**src/verilog/spmp_pkg.sv**
```systemverilog
package spmp_pkg;

  // clock and timing
  localparam int CLK_HZ = 25_000_000;
  localparam int CLK_MHZ = CLK_HZ / 1_000_000;
  localparam int ENABLE_HOLD_NS = 10_000;
  // a least time, so rounded up
  localparam int ENABLE_HOLD_CYC = (ENABLE_HOLD_NS * CLK_MHZ + 999) / 1000;
  localparam int LOCK_WAIT_US = 2000;
  // a longest time, so rounded down
  localparam int LOCK_WAIT_CYC = LOCK_WAIT_US * CLK_MHZ;

  // pixel clock activity monitor
  localparam int MON_WINDOW_NS = 16_000;
  localparam int MON_WINDOW_CYC = (MON_WINDOW_NS * CLK_MHZ) / 1000;
  localparam int STANDBY_KHZ = 500;
  localparam int ACTIVE_KHZ = 3000;
  localparam int SLOW_EDGES = (STANDBY_KHZ * MON_WINDOW_NS) / 1_000_000;
  localparam int FAST_EDGES = (ACTIVE_KHZ * MON_WINDOW_NS) / 1_000_000;

  // frame layout
  localparam int PIXEL_W = 24;
  localparam int PAYLOAD_W = 27;
  localparam int FRAME_W = 30;
  localparam int FRAME_PARITY_BIT = 27;
  localparam int FRAME_RSVD_LSB = 28;
  localparam int LANE1_FIRST_BIT = 15;

  // register map, byte addresses
  localparam int ADDR_W = 4;
  localparam logic [3:0] REG_STATUS = 4'h0;
  localparam logic [3:0] REG_CTRL = 4'h4;
  localparam int CTRL_EDGE_BIT = 0;
  localparam logic CTRL_EDGE_RESET = 1'h0;
  localparam int ST_MODE_LSB = 0;
  localparam int ST_LOCK_BIT = 4;
  localparam int ST_ACTIVE_BIT = 5;
  localparam int ST_LANE_BIT = 6;
  localparam int ST_PARITY_BIT = 7;

  typedef enum logic [2:0] {
    MODE_SHUTDOWN = 3'h0,
    MODE_STANDBY = 3'h1,
    MODE_ACQUIRE = 3'h2,
    MODE_TRANSMIT = 3'h3,
    MODE_QUIESCE = 3'h4,
    MODE_PARKING = 3'h5
  } spmp_mode_t;

endpackage

```
**src/verilog/spmp_mode_ctrl.sv**
```systemverilog
// Operation
// RULE_01: enable low always leads to shutdown, whatever the pixel clock does.
// RULE_02: shutdown stops capture, pll, serializer, output stage; all outputs high-z.
// RULE_03: enable high and pixel clock under 500 kHz gives standby.
// RULE_04: standby runs only the activity monitor; pll off, outputs high-z.
// RULE_05: enable high and pixel clock over 3 MHz starts the active sequence.
// RULE_06: acquire runs the pll with outputs high-z; lock moves to transmit.
// RULE_07: transmit drives the clock copy and the selected lanes; lane one obeys mode.
// RULE_08: parity covers 24 pixel bits plus both syncs and data valid only.
// RULE_09: parity bit set when covered bits hold an even count of ones.
// RULE_10: enable high for over 10 us leaves shutdown into standby.
// RULE_11: activity seen in standby enables the pll and enters acquire.
// RULE_12: lock within 2 ms latches the frame and turns outputs on.
// RULE_13: missing pixel clock in transmit goes to standby, pll off, monitor on.
// RULE_14: enable low over 10 us shuts down; clock output released first.
// RULE_15: input stages keep sampling in shutdown so enable is still seen.
// RULE_16: host keeps the pixel clock inside the valid range for the lane mode.
// RULE_17: lane select low is single lane, high drives both lanes.
// RULE_18: between the two thresholds the current mode is kept.
// RULE_19: activity is measured against the free-running clock, not the pll.
//
// Local design decisions: the register addresses and register access over Avalon-MM.
`timescale 1ns/1ns
module spmp_mode_ctrl #(
  parameter int LOCK_CYC = spmp_pkg::LOCK_WAIT_CYC
) (
  input wire logic clk_in,
  input wire logic rstn_in,
  input wire logic transmit_enable_in,
  input wire logic pixel_clock_in,
  input wire logic [spmp_pkg::PIXEL_W-1:0] pixel_data_in,
  input wire logic vertical_sync_in,
  input wire logic horizontal_sync_in,
  input wire logic video_data_valid_in,
  input wire logic lane_select_in,
  input wire logic pll_lock_in,
  input wire logic [spmp_pkg::ADDR_W-1:0] avs_address_in,
  input wire logic avs_read_in,
  input wire logic avs_write_in,
  input wire logic [31:0] avs_writedata_in,
  input wire logic [3:0] avs_byteenable_in,
  output logic [31:0] avs_readdata_out,
  output logic avs_waitrequest_out,
  output logic pll_enable_out,
  output logic monitor_enable_out,
  output logic capture_enable_out,
  output logic serializer_enable_out,
  output logic clock_out,
  output logic clock_oe_out,
  output logic serial_lane_zero_out,
  output logic serial_lane_zero_oe_out,
  output logic serial_lane_one_out,
  output logic serial_lane_one_oe_out,
  output logic [spmp_pkg::FRAME_W-1:0] frame_word_out
);
  import spmp_pkg::*;

  localparam int HOLD_W = $clog2(ENABLE_HOLD_CYC + 1);
  localparam int LOCK_W = $clog2(LOCK_CYC + 1);

  typedef struct packed {
    spmp_mode_t mode;
    logic en_s1;
    logic en_s2;
    logic pclk_s1;
    logic pclk_s2;
    logic pclk_s3;
    logic lock_s1;
    logic lock_s2;
    logic lane_s1;
    logic lane_s2;
    logic [PAYLOAD_W-1:0] pay_s1;
    logic [PAYLOAD_W-1:0] pay_s2;
    logic [HOLD_W-1:0] hold_cnt;
    logic [LOCK_W-1:0] lock_cnt;
    logic ctrl_edge;
    logic wait_r;
    logic [31:0] rdata;
    logic [FRAME_W-1:0] frame;
    logic pll_en;
    logic mon_en;
    logic cap_en;
    logic ser_en;
    logic clk_o;
    logic clk_oe;
    logic l0_oe;
    logic l1_oe;
    logic l0_o;
    logic l1_o;
  } spmp_state_t;

  spmp_state_t r;
  spmp_state_t r_nxt;
  logic mon_active;
  logic parity_bit;
  logic cap_edge;
  logic [FRAME_W-1:0] frame_new;

  ////////////////////////////////////////////////////////////////////////////////
  // helpers

  // modes in which the pll runs
  function automatic logic pll_mode(input spmp_mode_t m);
    return (m == MODE_ACQUIRE) || (m == MODE_TRANSMIT);
  endfunction

  // modes in which the monitor runs; parking keeps it so a quick return works
  function automatic logic mon_mode(input spmp_mode_t m);
    return pll_mode(m) || (m == MODE_STANDBY) || (m == MODE_QUIESCE)
      || (m == MODE_PARKING);
  endfunction

  ////////////////////////////////////////////////////////////////////////////////
  // sub blocks

  spmp_clock_monitor #(
    .WINDOW_CYC(MON_WINDOW_CYC),
    .SLOW_CNT(SLOW_EDGES),
    .FAST_CNT(FAST_EDGES)
  ) u_monitor (
    .clk_in(clk_in),
    .rstn_in(rstn_in),
    .enable_in(r.mon_en),
    .edge_in(r.pclk_s2 & ~r.pclk_s3),
    .active_out(mon_active)
  );

  spmp_parity #(
    .PAYLOAD_BITS(PAYLOAD_W)
  ) u_parity (
    .payload_in(r.pay_s2),
    .parity_out(parity_bit)
  );

  // reserved bits go out as zero and stay outside the parity
  assign frame_new = {2'h0, parity_bit, r.pay_s2}; // see RULE_08
  // capture edge follows the polarity chosen in the control register
  assign cap_edge = r.ctrl_edge ? (~r.pclk_s2 & r.pclk_s3) : (r.pclk_s2 & ~r.pclk_s3);

  ////////////////////////////////////////////////////////////////////////////////
  // next state

  always_comb begin
    r_nxt = r;
    // input stages sample in every mode, shutdown included
    r_nxt.en_s1 = transmit_enable_in; // see RULE_15
    r_nxt.en_s2 = r.en_s1;
    r_nxt.pclk_s1 = pixel_clock_in;
    r_nxt.pclk_s2 = r.pclk_s1;
    r_nxt.pclk_s3 = r.pclk_s2;
    r_nxt.lock_s1 = pll_lock_in;
    r_nxt.lock_s2 = r.lock_s1;
    r_nxt.lane_s1 = lane_select_in;
    r_nxt.lane_s2 = r.lane_s1;
    r_nxt.pay_s1 = {video_data_valid_in, horizontal_sync_in, vertical_sync_in, pixel_data_in};
    r_nxt.pay_s2 = r.pay_s1;

    // mode sequencing
    unique case (r.mode)
      MODE_SHUTDOWN: begin
        if (!r.en_s2) begin
          r_nxt.hold_cnt = '0;
        end else if (r.hold_cnt == HOLD_W'(ENABLE_HOLD_CYC)) begin
          r_nxt.mode = MODE_STANDBY; // see RULE_10
          r_nxt.hold_cnt = '0;
        end else begin
          r_nxt.hold_cnt = r.hold_cnt + HOLD_W'(1);
        end
      end
      MODE_STANDBY: begin
        if (!r.en_s2) begin
          r_nxt.mode = MODE_PARKING; // see RULE_01
        end else if (mon_active) begin
          r_nxt.mode = MODE_ACQUIRE; // see RULE_11
          r_nxt.lock_cnt = '0;
        end
      end
      MODE_ACQUIRE: begin
        if (!r.en_s2) begin
          r_nxt.mode = MODE_PARKING;
        end else if (!mon_active) begin
          r_nxt.mode = MODE_STANDBY;
        end else if (r.lock_s2) begin
          r_nxt.mode = MODE_TRANSMIT; // see RULE_06
          r_nxt.frame = frame_new; // see RULE_12
        end else if (r.lock_cnt == LOCK_W'(LOCK_CYC - 1)) begin
          // no lock in time: drop the pll and let the monitor retry
          r_nxt.mode = MODE_STANDBY; // see RULE_12
        end else begin
          r_nxt.lock_cnt = r.lock_cnt + LOCK_W'(1);
        end
      end
      MODE_TRANSMIT: begin
        if (!r.en_s2) begin
          r_nxt.mode = MODE_QUIESCE; // see RULE_14
        end else if (!mon_active) begin
          r_nxt.mode = MODE_STANDBY; // see RULE_13
        end else if (!r.lock_s2) begin
          r_nxt.mode = MODE_ACQUIRE;
          r_nxt.lock_cnt = '0;
        end else if (cap_edge) begin
          r_nxt.frame = frame_new;
        end
      end
      MODE_QUIESCE: begin
        r_nxt.mode = MODE_PARKING; // see RULE_14
        r_nxt.hold_cnt = '0;
      end
      MODE_PARKING: begin
        if (r.en_s2) begin
          r_nxt.mode = MODE_STANDBY;
          r_nxt.hold_cnt = '0;
        end else if (r.hold_cnt == HOLD_W'(ENABLE_HOLD_CYC)) begin
          r_nxt.mode = MODE_SHUTDOWN; // see RULE_14
          r_nxt.hold_cnt = '0;
        end else begin
          r_nxt.hold_cnt = r.hold_cnt + HOLD_W'(1);
        end
      end
      default: begin
        r_nxt.mode = MODE_SHUTDOWN;
      end
    endcase

    // enables and drive follow the next mode, so every output is a flop
    r_nxt.pll_en = pll_mode(r_nxt.mode); // see RULE_04
    r_nxt.mon_en = mon_mode(r_nxt.mode); // see RULE_02
    r_nxt.cap_en = (r_nxt.mode == MODE_TRANSMIT);
    r_nxt.ser_en = (r_nxt.mode == MODE_TRANSMIT);
    r_nxt.clk_oe = (r_nxt.mode == MODE_TRANSMIT); // see RULE_07
    r_nxt.clk_o = r_nxt.clk_oe & r.pclk_s2;
    // lanes stay on one cycle longer than the clock when shutting down
    r_nxt.l0_oe = (r_nxt.mode == MODE_TRANSMIT) || (r_nxt.mode == MODE_QUIESCE);
    r_nxt.l1_oe = r_nxt.l0_oe & r.lane_s2; // see RULE_17
    // lane data registered here so the pins come straight from a flop
    r_nxt.l0_o = r_nxt.l0_oe & r_nxt.frame[0];
    r_nxt.l1_o = r_nxt.l1_oe & r_nxt.frame[LANE1_FIRST_BIT];

    // register slave: answer on the second edge of each request
    r_nxt.wait_r = 1'h1;
    if ((avs_read_in || avs_write_in) && r.wait_r) begin
      r_nxt.wait_r = 1'h0;
      r_nxt.rdata = '0;
      if (avs_read_in && avs_address_in == REG_STATUS) begin
        r_nxt.rdata[ST_MODE_LSB +: 3] = r.mode;
        r_nxt.rdata[ST_LOCK_BIT] = r.lock_s2;
        r_nxt.rdata[ST_ACTIVE_BIT] = mon_active;
        r_nxt.rdata[ST_LANE_BIT] = r.lane_s2;
        r_nxt.rdata[ST_PARITY_BIT] = r.frame[FRAME_PARITY_BIT];
      end else if (avs_read_in && avs_address_in == REG_CTRL) begin
        r_nxt.rdata[CTRL_EDGE_BIT] = r.ctrl_edge;
      end
    end
    // a write lands at the edge at which the master sees waitrequest low
    if (avs_write_in && !r.wait_r && avs_address_in == REG_CTRL
        && avs_byteenable_in[0]) begin
      r_nxt.ctrl_edge = avs_writedata_in[CTRL_EDGE_BIT];
    end
  end

  ////////////////////////////////////////////////////////////////////////////////
  // state register

  always_ff @(posedge clk_in or negedge rstn_in) begin
    if (!rstn_in) begin
      r <= '0;
      r.mode <= MODE_SHUTDOWN;
      r.ctrl_edge <= CTRL_EDGE_RESET;
      r.wait_r <= 1'h1;
    end else begin
      r <= r_nxt;
    end
  end

  // lane bits show the first bit of each lane's part of the latched frame
  assign avs_readdata_out = r.rdata;
  assign avs_waitrequest_out = r.wait_r;
  assign pll_enable_out = r.pll_en;
  assign monitor_enable_out = r.mon_en;
  assign capture_enable_out = r.cap_en;
  assign serializer_enable_out = r.ser_en;
  assign clock_out = r.clk_o;
  assign clock_oe_out = r.clk_oe;
  assign serial_lane_zero_out = r.l0_o;
  assign serial_lane_zero_oe_out = r.l0_oe;
  assign serial_lane_one_out = r.l1_o;
  assign serial_lane_one_oe_out = r.l1_oe;
  assign frame_word_out = r.frame;
endmodule

```
**src/verilog/spmp_parity.sv**
```systemverilog
`timescale 1ns/1ns
module spmp_parity #(
  parameter int PAYLOAD_BITS = spmp_pkg::PAYLOAD_W
) (
  input wire logic [PAYLOAD_BITS-1:0] payload_in,
  output logic parity_out
);
  import spmp_pkg::*;

  // set on an even count of ones so the word with parity is odd
  assign parity_out = ~(^payload_in); // see RULE_09
endmodule

```
**src/verilog/spmp_clock_monitor.sv**
```systemverilog
`timescale 1ns/1ns
module spmp_clock_monitor #(
  parameter int WINDOW_CYC = spmp_pkg::MON_WINDOW_CYC,
  parameter int SLOW_CNT = spmp_pkg::SLOW_EDGES,
  parameter int FAST_CNT = spmp_pkg::FAST_EDGES
) (
  input wire logic clk_in,
  input wire logic rstn_in,
  input wire logic enable_in,
  input wire logic edge_in,
  output logic active_out
);
  import spmp_pkg::*;

  localparam int WIN_W = $clog2(WINDOW_CYC);
  localparam int EDGE_W = $clog2(WINDOW_CYC / 2 + 2);

  typedef struct packed {
    logic [WIN_W-1:0] win;
    logic [EDGE_W-1:0] edges;
    logic active;
  } spmp_mon_t;

  spmp_mon_t r;
  spmp_mon_t r_nxt;

  // count edges over a fixed window of the free-running clock; between the
  // two thresholds the verdict is kept, so a clock near one does not chatter
  always_comb begin
    r_nxt = r;
    if (!enable_in) begin
      r_nxt = '0;
    end else if (r.win == WIN_W'(WINDOW_CYC - 1)) begin // see RULE_19
      r_nxt.win = '0;
      r_nxt.edges = '0;
      if (r.edges > EDGE_W'(FAST_CNT)) begin
        r_nxt.active = 1'h1; // see RULE_05
      end else if (r.edges < EDGE_W'(SLOW_CNT)) begin
        r_nxt.active = 1'h0; // see RULE_03
      end // see RULE_18
    end else begin
      r_nxt.win = r.win + WIN_W'(1);
      if (edge_in) begin
        r_nxt.edges = r.edges + EDGE_W'(1);
      end
    end
  end

  always_ff @(posedge clk_in or negedge rstn_in) begin
    if (!rstn_in) begin
      r <= '0;
    end else begin
      r <= r_nxt;
    end
  end

  assign active_out = r.active;
endmodule

```
**config.mk**
```make
export PLATFORM = sky130hd
export DESIGN_NAME = spmp_mode_ctrl
export DESIGN_NICKNAME = d
export VERILOG_FILES = /design/src/verilog/spmp_pkg.sv /design/src/verilog/spmp_mode_ctrl.sv /design/src/verilog/spmp_parity.sv /design/src/verilog/spmp_clock_monitor.sv
export SDC_FILE = /design/constraint.sdc
export NUM_CORES = 1
export LEC_CHECK = 0
export BUFFER_PORTS_ARGS = -buffer_cell sky130_fd_sc_hd__buf_2
export CELL_PAD_IN_SITES_DETAIL_PLACEMENT = 2
export CELL_PAD_IN_SITES_GLOBAL_PLACEMENT = 2
export CORE_ASPECT_RATIO = 0.75
export CORE_MARGIN = 1
export CORE_UTILIZATION = 33
export CTS_BUF_LIST = sky130_fd_sc_hd__clkbuf_8
export CTS_CLUSTER_SIZE = 8
export DETAILED_ROUTE_END_ITERATION = 12
export PLACE_DENSITY = 0.81
export SLEW_MARGIN = 20
export SYNTH_ARGS = -nofsm -noshare
export SYNTH_HDL_FRONTEND = slang
export SYNTH_SLANG_ARGS = --single-unit
```
**constraint.sdc**
```tcl
create_clock -name clk_in -period 2.1 [get_ports clk_in]
set_input_delay 0.21 -clock clk_in [delete_from_list [all_inputs] [get_ports clk_in]]
set_output_delay 0.21 -clock clk_in [all_outputs]
set_load 0.1 [all_outputs]
```
# == After elaboration in Yosys (flattened, before gate mapping) ==
# Cells that the tools add are included.
# op_classes
n_div,0
bitwise_logic,9
shift,0
n_addsub,4
mul,0
eq_ne,29
order_cmp,2
n_reduce_logical,22
n_mux,48
# ops
op,n
two-way mux 30 bit,7
two-way mux 16 bit,9
case mux 30 bit (2 select lines),1
case mux 16 bit (3 select lines),1
two-way mux 3 bit,13
two-way mux 33 bit,1
two-way mux 8 bit,4
XOR reduction 27 bit,1
case mux 8 bit (3 select lines),1
two-way mux 18 bit,1
!= test 2 bit (second input constant),9
case mux 3 bit (6 select lines),1
two-way mux 17 bit,1
adder 16 x 1 -> 16 bit (second input constant),1
adder 8 x 1 -> 8 bit (second input constant),2
equality test 16 bit (second input constant),1
equality test 3 x 2 -> 1 bit (second input constant),4
equality test 3 bit (second input constant),4
AND reduction 10 bit,1
adder 9 x 1 -> 9 bit (second input constant),1
equality test 9 bit (second input constant),1
equality test 8 bit (second input constant),1
greater-than comparator 8 x 6 -> 1 bit (second input constant),1
less-than comparator 8 x 4 -> 1 bit (second input constant),1
other kinds (18),46
# totals
mem_bits_rw,0
mem_count,0
mem_bits_ro,0
inputBits,75
latch_bits,0
reg_bits,155
elab_cells,144
output_inout_bits,73

# == Logic depth before layout (Yosys ltp) ==
# Gate-level depths: netlist of run 1.
# logic_depth
word_depth,11
mapped_depth,10
ltp_nobuf,8

# == Cells and area by module ==
# From an unflattened synthesis of run 1, not the netlist that was laid out.
# hier_totals
hier_cells,535
hier_area_um2,6548.8
# by_module_without_submodules
mod,seq_area_each_um2,cells_per_inst,area_per_inst_um2,instances
spmp_mode_ctrl,3379.5,421,5392.7,1
spmp_clock_monitor,450.4,90,910.9,1
spmp_parity,0.0,24,245.2,1

# == Worst setup path before layout of run 1 ==
# Ideal clock, no wire load.
# synth_timing
path_kind,reg-to-reg
from,reg r[74] (netlist bit)
to,reg r[88] (netlist bit)
n_path_buf,1
stages_incl_launch_ff,9
setup_slack_ns,-0.010
setup_ns,0.079
arrival_time_ns,2.031
synth_period_minus_slack_ns,2.110
required_time_ns,2.021
path_cell_list,dfrtp_1 > ha_1 > nand3_1 > nor4_4 > o31ai_2 > nand4_1 > buf_6 > or4_1 > a21oi_1
# synth_via
elab_chain_cells,6
word_cells_on_any_way,9
classes_between,add/sub: 1; eq/ne: 2; mux: 5; reduce/logical: 1
# synth_rtl
item,line_no,source
from (decl),spmp_mode_ctrl.sv:92,spmp_state_t r;
from (signal assigned),spmp_mode_ctrl.sv:271,r <= r_nxt;
adder 16 x 1 -> 16 bit,spmp_mode_ctrl.sv:190,r_nxt.lock_cnt = r.lock_cnt + LOCK_W'(1);
two-way mux 16 bit,spmp_mode_ctrl.sv:186,end else if (r.lock_cnt == LOCK_W'(LOCK_CYC - 1)) begin
two-way mux 16 bit,spmp_mode_ctrl.sv:183,end else if (r.lock_s2) begin
two-way mux 16 bit,spmp_mode_ctrl.sv:181,end else if (!mon_active) begin
two-way mux 16 bit,spmp_mode_ctrl.sv:179,if (!r.en_s2) begin
case mux 16 bit (3 select lines),spmp_mode_ctrl.sv:159,unique case (r.mode)
# Several ways; a longest one is shown, not always the timed one. The select of a mux whose other input is x is not followed.
# A chain may end at the register's enable or synchronous reset.

==> results of run 1 <==
per-layer routing:
layer / up-vias / GRT usage (%) / wire [µm]
met5: - / 0 / 0
met4: 0 / 12.2 / 908
met3: 57 / 4.33 / 832
met2: 159 / 40.8 / 11800
met1: 2392 / 23.7 / 8180
li1: 1974 / - / -
stage by stage:
step                cells  power [µW]  cell area, µm²  utilization [%]
finish                926        6130            8110             43.5
detailed placement    837        3680            6970             37.4
global placement      837        3660            6970             37.4
floorplan             542        3530            6460                -
global route          926        6310            8110             43.5
CTS                   917        6090            7920             42.4
sequential cells by signal, summed over array words and instances, names as in the netlist, 7 cells and up:
name / count
r: 64
frame_word_out: 28
u_monitor.r: 17
frame_new: 27
avs_readdata_out: 7
tightest hold or removal path: stages:
cell     delay, ns
buf_2         0.10
nand3_1       0.08
o21ai_0       0.09
path summary, 6_finish.rpt:
kind                                        to  slack [ns]  depth (start not counted)
min in group asynchronous      u_monitor.r[13]        0.29                          2
hold / removal             avs_readdata_out[0]        0.07                          3
hold reg to reg                   frame_new[6]        0.36                          0
setup reg to reg                         r[80]       -0.29                         11
max in group asynchronous    frame_word_out[5]        1.03                          3
setup / recovery                         r[80]       -0.29                         11
cell families (layout without fill, tap and decap cells):
| logic type | Yosys count | in the layout | synth area share (%) |
|---|---|---|---|
| xor+xnor | 44 | 44 | 6.06 |
| mux | 31 | 31 | 5.43 |
| fa+ha+maj | 5 | 5 | 0.984 |
| buf+inv | 88 | 224 | 9.48 |
| simple gates | 132 | 133 | 11.4 |
| other cells | 1 | 27 | 0.0590 |
| compound gates | 62 | 62 | 6.36 |
| flops | 153 | 153 | 60.2 |
power breakdown:
group | internal (µW) | total (µW) | switching, µW
clock network | 1110 | 2420 | 1310
logic | 188 | 639 | 451
registers | 3020 | 3070 | 57.0
timing repair:
item,in CTS,in global routing
pin swaps,24,13
endpoints found under the setup margin,23,29
hold endpoints to repair,82,0
cloned,1,1
buffers inserted,15,8
hold buffers,33,0
gates resized for setup,26,26
final cells by class:
class | count | share of cell area [%]
sequential | 153 | 47.2
timing repair buffer | 180 | 16.0
tap | 247 | 3.81
clock inverter | 14 | 1.96
multi-input combinational | 302 | 27.4
inverter | 12 | 0.555
clock buffer | 18 | 3.05
layout by cell type, fill, tap and decap left out, types with 9 or more instances in the layout:
cell	n
buf_6	9
xnor2_1	29
a21oi_2	12
clkbuf_8	18
a21oi_1	9
and3_1	13
nor2_1	31
nand2_1	17
buf_4	50
dlygate4sd3_1	33
mux2_2	28
inv_1	11
nand3_1	14
xor2_1	15
buf_2	85
conb_1	27
dfrtp_1	150
==> impl_metrics.csv, run 1 <==
group,metric,value,unit
grt,grt_util_all_layers,22.0,%
routing,drt_pass1_iterations,4,
run,drv_cap,0,
placement,gp_congestion,0.809,
routing,final_antenna_net_count,0,
sta,fin_crit,2.39,ns
sta,slew_headroom,52.5,%
sta,fmax,0.418,GHz
critical_path,cp_common_cell,"buf_6",
sta,setup_ws,-0.290,ns
power_and_ir_drop,leakagePower,0.00386,µW
finish,drive_above_1_share,38.3,%
critical_path,cp.required,2.50,ns
routing,wl_per_cell,23.4,µm
finish,fin_nets,746,
critical_path,arrival,2.79,ns
critical_path,worstSetupPathType,"reg -> reg",
placement,dpl.hpwl,11600,µm
routing,first_iter_violations,253,
sta,tns,-3.22,ns
critical_path,critPathLaunchType,"flop",
finish,multi_input_area,0.00222,mm²
critical_path,timing.critical_path.slowest_stage_cell,"dfrtp_1",
sta,skew,0.0230,ns
synth,ys_seq_area_share,60.2,%
critical_path,r2r_start,"r[90]",
clock_tree,clkTransAtPathRegs,0.10,ns
sta,hold_slack,0.0655,ns
finish,final.fill_count,1865,
placement,io_buffers,86,
finish,area_growth,27.6,%
critical_path,path_buf_inv,4,
synth,ys_types,52,
synth,syn_inst,516,
clock_tree,clockBufferDepth,2,
synth,synthTopCellsByArea,"dfrtp_1 60%, buf_4 7.6%, mux2_2 5.0%",
die,rows,43,
routing,vias,4582,
die,die_w,162,µm
grt,grt_pass1_wl,31800,µm
sta,tightest_slew,0.706,ns
synth,synth_seq_cells,153,
die,die_y,122,µm
finish,final-seq-area,0.00383,mm²
synth,synth_top_area_cell,"dfrtp_1",
synth,yosys_warnings,0,
synth,async_flop_share,100,%
synth,synth_flop_cell,"dfrtp_1",
power_and_ir_drop,irDropWorstVdd,0.395,mV
synth,syn_avg_cell_area,12.3,µm²
synth,netlist_area,0.00636,mm²
grt,grt_pass1_vias,5264,
power_and_ir_drop,p_per_area,756,mW/mm²
sta,finalSetupViolations,21,
critical_path,crit_path_cell_trace,"inv_2 > ha_4 > nand3b_1 > nor2_2 > a311o_1 > nand4_1 > buf_6 > buf_4 > buf_6 > or3_1 > a21oi_1",
synth,synth_edf_count,0,
clock_tree,worstSkewPairLatency,0.47,ns
status,status,"finished, violations left",
die,start_util,34.1,%
min_path,hold_class,"in -> reg",
min_path,hp-start,"avs_read_in",
routing,routed_wl,21700,µm
critical_path,path_delay_family,"simple AND/OR/NAND/NOR gates",
status,violations,"negative setup slack",
clock_tree,cts_sinks,153,
critical_path,cp-startpoint,"r[90]",
grt,antenna_found_initial,0,
clock_tree,clock-root-buffer,"clkbuf_8",
clock_tree,cts_buffers,17,
critical_path,critPathMaxStageDelay,0.41,ns
sta,drv_slew,0,
clock_tree,cts_tree,"built",
grt,overflow,0,
synth,yosysMostFrequentCell,"dfrtp_1",
synth,synth_common_cells,"152 x dfrtp_1, 64 x buf_4, 32 x nor2_1",
sta,period_share,114,%
die,core_area,0.0187,mm²
finish,diodes,0,
placement,dp_slack,-0.218,ns
clock_tree,htreeDepth,4,
critical_path,path_max_fanout,6,
die,die_area,0.0198,mm²
sta,hold_viol_final,0,
sta,rsz0062_at_grt,"true",
grt,grt_max_degree,56,
die,ios,148,
routing,drc,0,
critical_path,crit_path_end_kind,"flop",
routing,drt-vias-per-instance,4.95,
synth,synth_top_area_share,59.8,%
(Power assumes the default switching activity.)
==> inputs of run 2 (changes only) <==
SYNTH_HIERARCHICAL = 1   (was default)
==> run 2 against run 1 <==
Effect of this change:
- the flow still finishes with violations (negative setup slack)
- hold slack improved by 0.0028 ns
- register-to-register slack improved by 0.18 ns
- sequential cell count did not move
- utilization fell by 1.1 points
- design area rose by 1.2%
- combinational power barely moved
==> impl_metrics.csv, run 2 <==
group,metric,value,unit
power_and_ir_drop,finalPower,6090,µW
sta,period_share,105,%
clock_tree,cts_sinks,153,
sta,rsz0062_at_grt,"true",
die,die_w,165,µm
clock_tree,clockBufferDepth,2,
synth,synth_seq_cells,153,
finish,diodes,0,
routing,routed_wl,22700,µm
grt,grt_pass1_wl,33600,µm
critical_path,arrival,2.59,ns
sta,hold_viol_final,0,
die,start_util,33.8,%
synth,ys_seq_area_share,58.5,%
clock_tree,cts_tree,"built",
synth,synth_edf_count,0,
critical_path,critPathMaxStageDelay,0.41,ns
synth,yosysMostFrequentCell,"dfrtp_1",
placement,gp_congestion,0.813,
finish,most-common-layout-cells,"151 x dfrtp_1, 85 x buf_2, 48 x buf_4",
critical_path,timing.critical_path.slowest_stage_cell,"dfrtp_1",
grt,overflow,0,
sta,fmax,0.452,GHz
synth,yosys_warnings,6,
routing,drc,0,
finish,area_growth,25.4,%
routing,final_antenna_net_count,0,
sta,fin_crit,2.21,ns
sta,skew,0.0106,ns
grt,grt_max_degree,54,
synth,synth_flop_cell,"dfrtp_1",
die,die_y,124,µm
critical_path,cp.required,2.48,ns
grt,grt_util_all_layers,22.9,%
grt,antenna_found_initial,1,
clock_tree,worstSkewPairLatency,0.49,ns
die,core_area,0.0194,mm²
clock_tree,clkTransAtPathRegs,0.09,ns
die,rows,44,
power_and_ir_drop,irDropWorstVdd,0.580,mV
status,violations,"negative setup slack",
placement,io_buffers,86,
critical_path,path_max_fanout,10,
synth,async_flop_share,100,%
finish,layout_commonest_cell,"dfrtp_1",
min_path,hold_class,"in -> reg",
finish,largest_register_ffs,64,
sta,tns,-0.563,ns
power_and_ir_drop,leakagePower,0.00391,µW
finish,fin_nets,760,
synth,ys_types,64,
sta,hold_slack,0.0683,ns
synth,synthTopCellsByArea,"dfrtp_1 58%, buf_4 7.3%, mux2_2 4.6%",
die,ios,148,
critical_path,crit_path_cell_trace,"nor4bb_1 > buf_4 > nand4_1 > buf_6 > o41ai_4 > buf_4 > nor2_4 > a31oi_1",
sta,drv_slew,0,
power_and_ir_drop,p_per_area,742,mW/mm²
placement,dpl.hpwl,13000,µm
status,status,"finished, violations left",
synth,synth_top_area_share,58.1,%
routing,wl_per_cell,24.0,µm
run,drv_cap,0,
synth,synth_common_cells,"152 x dfrtp_1, 64 x buf_4, 33 x nand2_1",
finish,final_util,42.4,%
routing,drt-vias-per-instance,5.04,
sta,tightest_slew,0.689,ns
clock_tree,clock-root-buffer,"clkbuf_8",
min_path,hold_depth,3,
synth,syn_avg_cell_area,12.2,µm²
synth,synth_top_area_cell,"dfrtp_1",
synth,syn_inst,535,
sta,finalSetupViolations,15,
critical_path,crit_path_end_kind,"flop",
die,die_area,0.0204,mm²
routing,first_iter_violations,187,
finish,largest_register,"r",
critical_path,cp_common_cell,"buf_4",
routing,vias,4762,
critical_path,worstSetupPathType,"reg -> reg",
critical_path,r2r_slack,-0.11,ns
clock_tree,cts_buffers,17,
finish,stdcell_area,0.00821,mm²
sta,setup_ws,-0.114,ns
synth,netlist_area,0.00655,mm²
critical_path,critPathLaunchType,"flop",
routing,drt_pass1_iterations,4,
grt,grt_pass1_vias,5414,
placement,dpl_cell_area,0.00720,mm²
finish,drive_above_1_share,35.1,%
sta,slew_headroom,54.1,%
critical_path,rr_worst_depth,8,
clock_tree,htreeDepth,4,
run 2: cell count changes in the layout (fill, tap and decap cells not counted), moves of 6 or more:
cell | before | now
nand2_1 | 17 | 33
a21oi_2 | 12 | 2
a31oi_1 | 0 | 10
and3_1 | 13 | 4
o21ai_0 | 8 | 17
a21oi_1 | 9 | 17
xnor2_1 | 29 | 21
nor2_1 | 31 | 25
or4_4 | 6 | 0
run 2: per-stage QoR:
stage	std cells	setup WS, ns
final	945	-0.114
after detailed placement	867	-0.103
after floorplan	561	0.0949
after global routing	945	-0.173
after CTS	933	-0.0102
after global placement	867	0.0881
run 2: timing repair:
item	in CTS	in global routing
hold buffers	33	0
cloned	1	0
hold endpoints to repair	82	0
gates resized for setup	10	26
setup endpoints to repair	16	40
buffers inserted	0	12
pin swaps	2	18
run 2: final timing paths:
check / from / end
min in group asynchronous: rstn_in / frame_new[6]
worst min-delay path: avs_read_in / avs_readdata_out[0]
worst min register to register: r[160] / r[159]
worst max-delay path: r[87] / r[88]
worst max register to register: r[87] / r[88]
max in group asynchronous: rstn_in / avs_waitrequest_out
run 2: worst max-delay path, delay by kind of cell, from the launching register on:
| family | cells | cell delay [ns] |
|---|---|---|
| AO/OA/AOI/OAI | 2 | 0.56 |
| AND/OR/NAND/NOR | 3 | 0.57 |
| flip-flops | 1 | 0.41 |
| buffers and inverters | 3 | 0.55 |
run 2: layout make-up:
type | count | area, µm²
fillers | 1954 | 11200
flip-flops and latches | 153 | 3830
multi-input cells | 318 | 2360
repair buffers | 174 | 1250
well taps | 253 | 317
clock buffers | 18 | 248
clock inverters | 14 | 154
inverters | 15 | 56.3
run 2: power breakdown:
group | internal (µW) | leakage (µW) | switching (µW) | total [µW]
clock network | 1020 | 0.000200 | 1360 | 2380
registers | 3020 | 0.00198 | 58.0 | 3080
logic | 206 | 0.00173 | 431 | 637
total | 4250 | 0.00391 | 1850 | 6090
run 2: kinds of logic after synthesis:
group,share of synthesized area (%)
DFF,58.5
and+or+nand+nor,11.0
buffers and inverters,9.30
AOI/OAI and AO/OA,8.92
xor gates and xnor gates,5.48
muxes,5.56
adders and majority gates,1.15
other,0.0573
run 2: routing by layer:
layer / vias to the layer above / share of wire (%) / track usage (%) / wire length [µm]
met5: - / 0.049 / 0 / 11
met4: 2 / 2.3 / 11.2 / 518
met3: 40 / 3.2 / 3.90 / 720
met2: 134 / 55 / 42.2 / 12400
met1: 2534 / 40 / 25.8 / 9030
li1: 2052 / - / - / -
==> inputs of run 3 (changes only) <==
MAX_ROUTING_LAYER = met4   (was default)
==> run 3 against run 2 <==
Effect of this change:
- setup slack got worse by 0.022 ns
- final cell count did not move
- non-clock buffer count fell by 1
- count of clock-buffer cells in the layout did not move
- global-route usage rose by 0.67 points
- combinational power barely moved
- the run still ends with negative setup slack left
- via count rose by 0.17%
==> impl_metrics.csv, run 3 (synthesis gave the netlist of run 2 again) <==
group,metric,value,unit
status,status,"finished, violations left",
status,violations,"negative setup slack",
min_path,hp-start,"avs_read_in",
sta,rsz0062_at_grt,"true",
critical_path,timing.critical_path.slowest_stage_cell,"dfrtp_1",
finish,area_growth,25.5,%
power_and_ir_drop,internal-power,4250,µW
die,die_area,0.0204,mm²
finish,largest_register_ffs,64,
die,rows,44,
power_and_ir_drop,swShare,30.5,%
sta,hold_viol_final,0,
sta,fin_crit,2.24,ns
power_and_ir_drop,irDropWorstVdd,0.581,mV
critical_path,worstSetupPathType,"reg -> reg",
power_and_ir_drop,combPwrFrac,10.4,%
sta,tightest_slew,0.702,ns
critical_path,crit_path_end_kind,"flop",
placement,dp_slack,-0.103,ns
die,die_w,165,µm
critical_path,cp.required,2.48,ns
grt,grt_use_met3,3.83,%
grt,overflow,0,
finish,layout_commonest_cell,"dfrtp_1",
power_and_ir_drop,power.switching,1860,µW
power_and_ir_drop,leakagePower,0.00391,µW
min_path,hold_class,"in -> reg",
sta,tns,-0.969,ns
finish,final_util,42.4,%
die,die_y,124,µm
grt,use_met1,25.9,%
sta,fmax,0.447,GHz
clock_tree,cts_sinks,153,
power_and_ir_drop,seq_power_share,50.4,%
min_path,hold_depth,3,
critical_path,path_max_fanout,10,
routing,final_antenna_net_count,0,
finish,most-common-layout-cells,"151 x dfrtp_1, 85 x buf_2, 46 x buf_4",
clock_tree,htreeDepth,4,
grt,grt_pass1_wl,33600,µm
power_and_ir_drop,p_per_area,743,mW/mm²
sta,finalSetupViolations,21,
finish,drive_above_1_share,35.0,%
clock_tree,cts_buffers,17,
min_path,hold_end,"avs_readdata_out[0]",
clock_tree,cts_tree,"built",
power_and_ir_drop,clkPwrFrac,39.2,%
grt,grt_util_all_layers,23.6,%
sta,hold_slack,0.0634,ns
placement,dpl.hpwl,13000,µm
routing,wl_per_cell,24.5,µm
critical_path,r2r_slack,-0.14,ns
die,ios,148,
critical_path,crit_path_cell_trace,"nor4bb_1 > buf_4 > nand4_1 > buf_6 > o41ai_4 > buf_4 > nor2_4 > a31oi_1",
sta,skew,0.0158,ns
routing,drt_pass1_iterations,4,
die,start_util,33.8,%
critical_path,r2r_start,"r[87]",
grt,grt_max_degree,54,
grt,grt_busiest_layer,"met2",
critical_path,critPathMaxStageDelay,0.41,ns
clock_tree,clkTransAtPathRegs,0.09,ns
critical_path,rr_worst_depth,8,
placement,io_buffers,86,
sta,slew_headroom,53.2,%
sta,drv_slew,0,
routing,vias,4770,
routing,routed_wl,23200,µm
sta,period_share,107,%
grt,grt_pass1_vias,5404,
finish,fin_nets,759,
run,drv_cap,0,
critical_path,arrival,2.62,ns
clock_tree,clock-root-buffer,"clkbuf_8",
grt,antenna_found_initial,1,
routing,drt-vias-per-instance,5.05,
critical_path,r2r_end,"r[88]",
routing,drc,0,
clock_tree,clockBufferDepth,2,
critical_path,critPathLaunchType,"flop",
routing,first_iter_violations,251,
clock_tree,worstSkewPairLatency,0.50,ns
critical_path,cp_common_cell,"buf_4",
finish,largest_register,"r",
placement,gp_congestion,0.825,
sta,setup_ws,-0.137,ns
grt,globalRouteMet2Util,42.0,%
die,core_area,0.0194,mm²
-- run 3: metrics by stage --
stage,power (µW),area (µm²),cells
3_3_place_gp,3670,7200,867
3_5_place_dp,3690,7200,867
4_1_cts,6060,8000,933
2_1_floorplan,3550,6650,561
6_report,6110,8220,945
5_1_grt,6300,8220,945
-- run 3: metal layers --
metal  wire (µm)  up-vias
li1            -     2052
met1        9160     2552
met2       12700      124
met3         697       42
met4         601        0
met5           0        -
-- run 3: worst max-delay path, delay by kind of cell, from the launching register on --
family / cells / cell delay, ns
buf+inv: 3 / 0.56
compound gates: 2 / 0.57
flops: 1 / 0.41
simple gates: 3 / 0.59
-- run 3: power by group through the flow --
stage / logic (µW) / clock network (µW) / registers (µW)
finish: 635 / 2390 / 3080
global placement: 556 / 0 / 3120
CTS: 627 / 2370 / 3070
detailed placement: 568 / 0 / 3130
global route: 670 / 2550 / 3080
floorplan: 423 / 0 / 3120
-- run 3: layout make-up --
type	count	area (µm²)
fillers	1948	11200
flip-flops and latches	153	3830
multi-input cells	318	2360
repair buffers	173	1250
well taps	253	317
clock buffers	18	248
clock inverters	14	154
inverters	15	56.3
diodes	1	2.50
-- run 3: worst max-delay path by stage --
stage	depth (start not counted)	start	slack, ns	end
2_1_floorplan	5	r[163]	0.09	frame_word_out[10]
3_3_place_gp	8	r[90]	0.09	r[78]
3_5_place_dp	6	r[80]	-0.10	r[78]
4_1_cts	8	r[90]	-0.01	r[75]
5_1_grt	8	r[87]	-0.18	r[88]
6_report	8	r[87]	-0.14	r[88]
-- run 3: what timing repair did --
| item | in CTS | in global routing |
|---|---|---|
| buffers inserted | 0 | 11 |
| hold buffers | 33 | 0 |
| endpoints found under the hold margin | 82 | 0 |
| pin swaps | 2 | 17 |
| endpoints found under the setup margin | 16 | 40 |
| resized for setup | 10 | 26 |
| cloned | 1 | 0 |
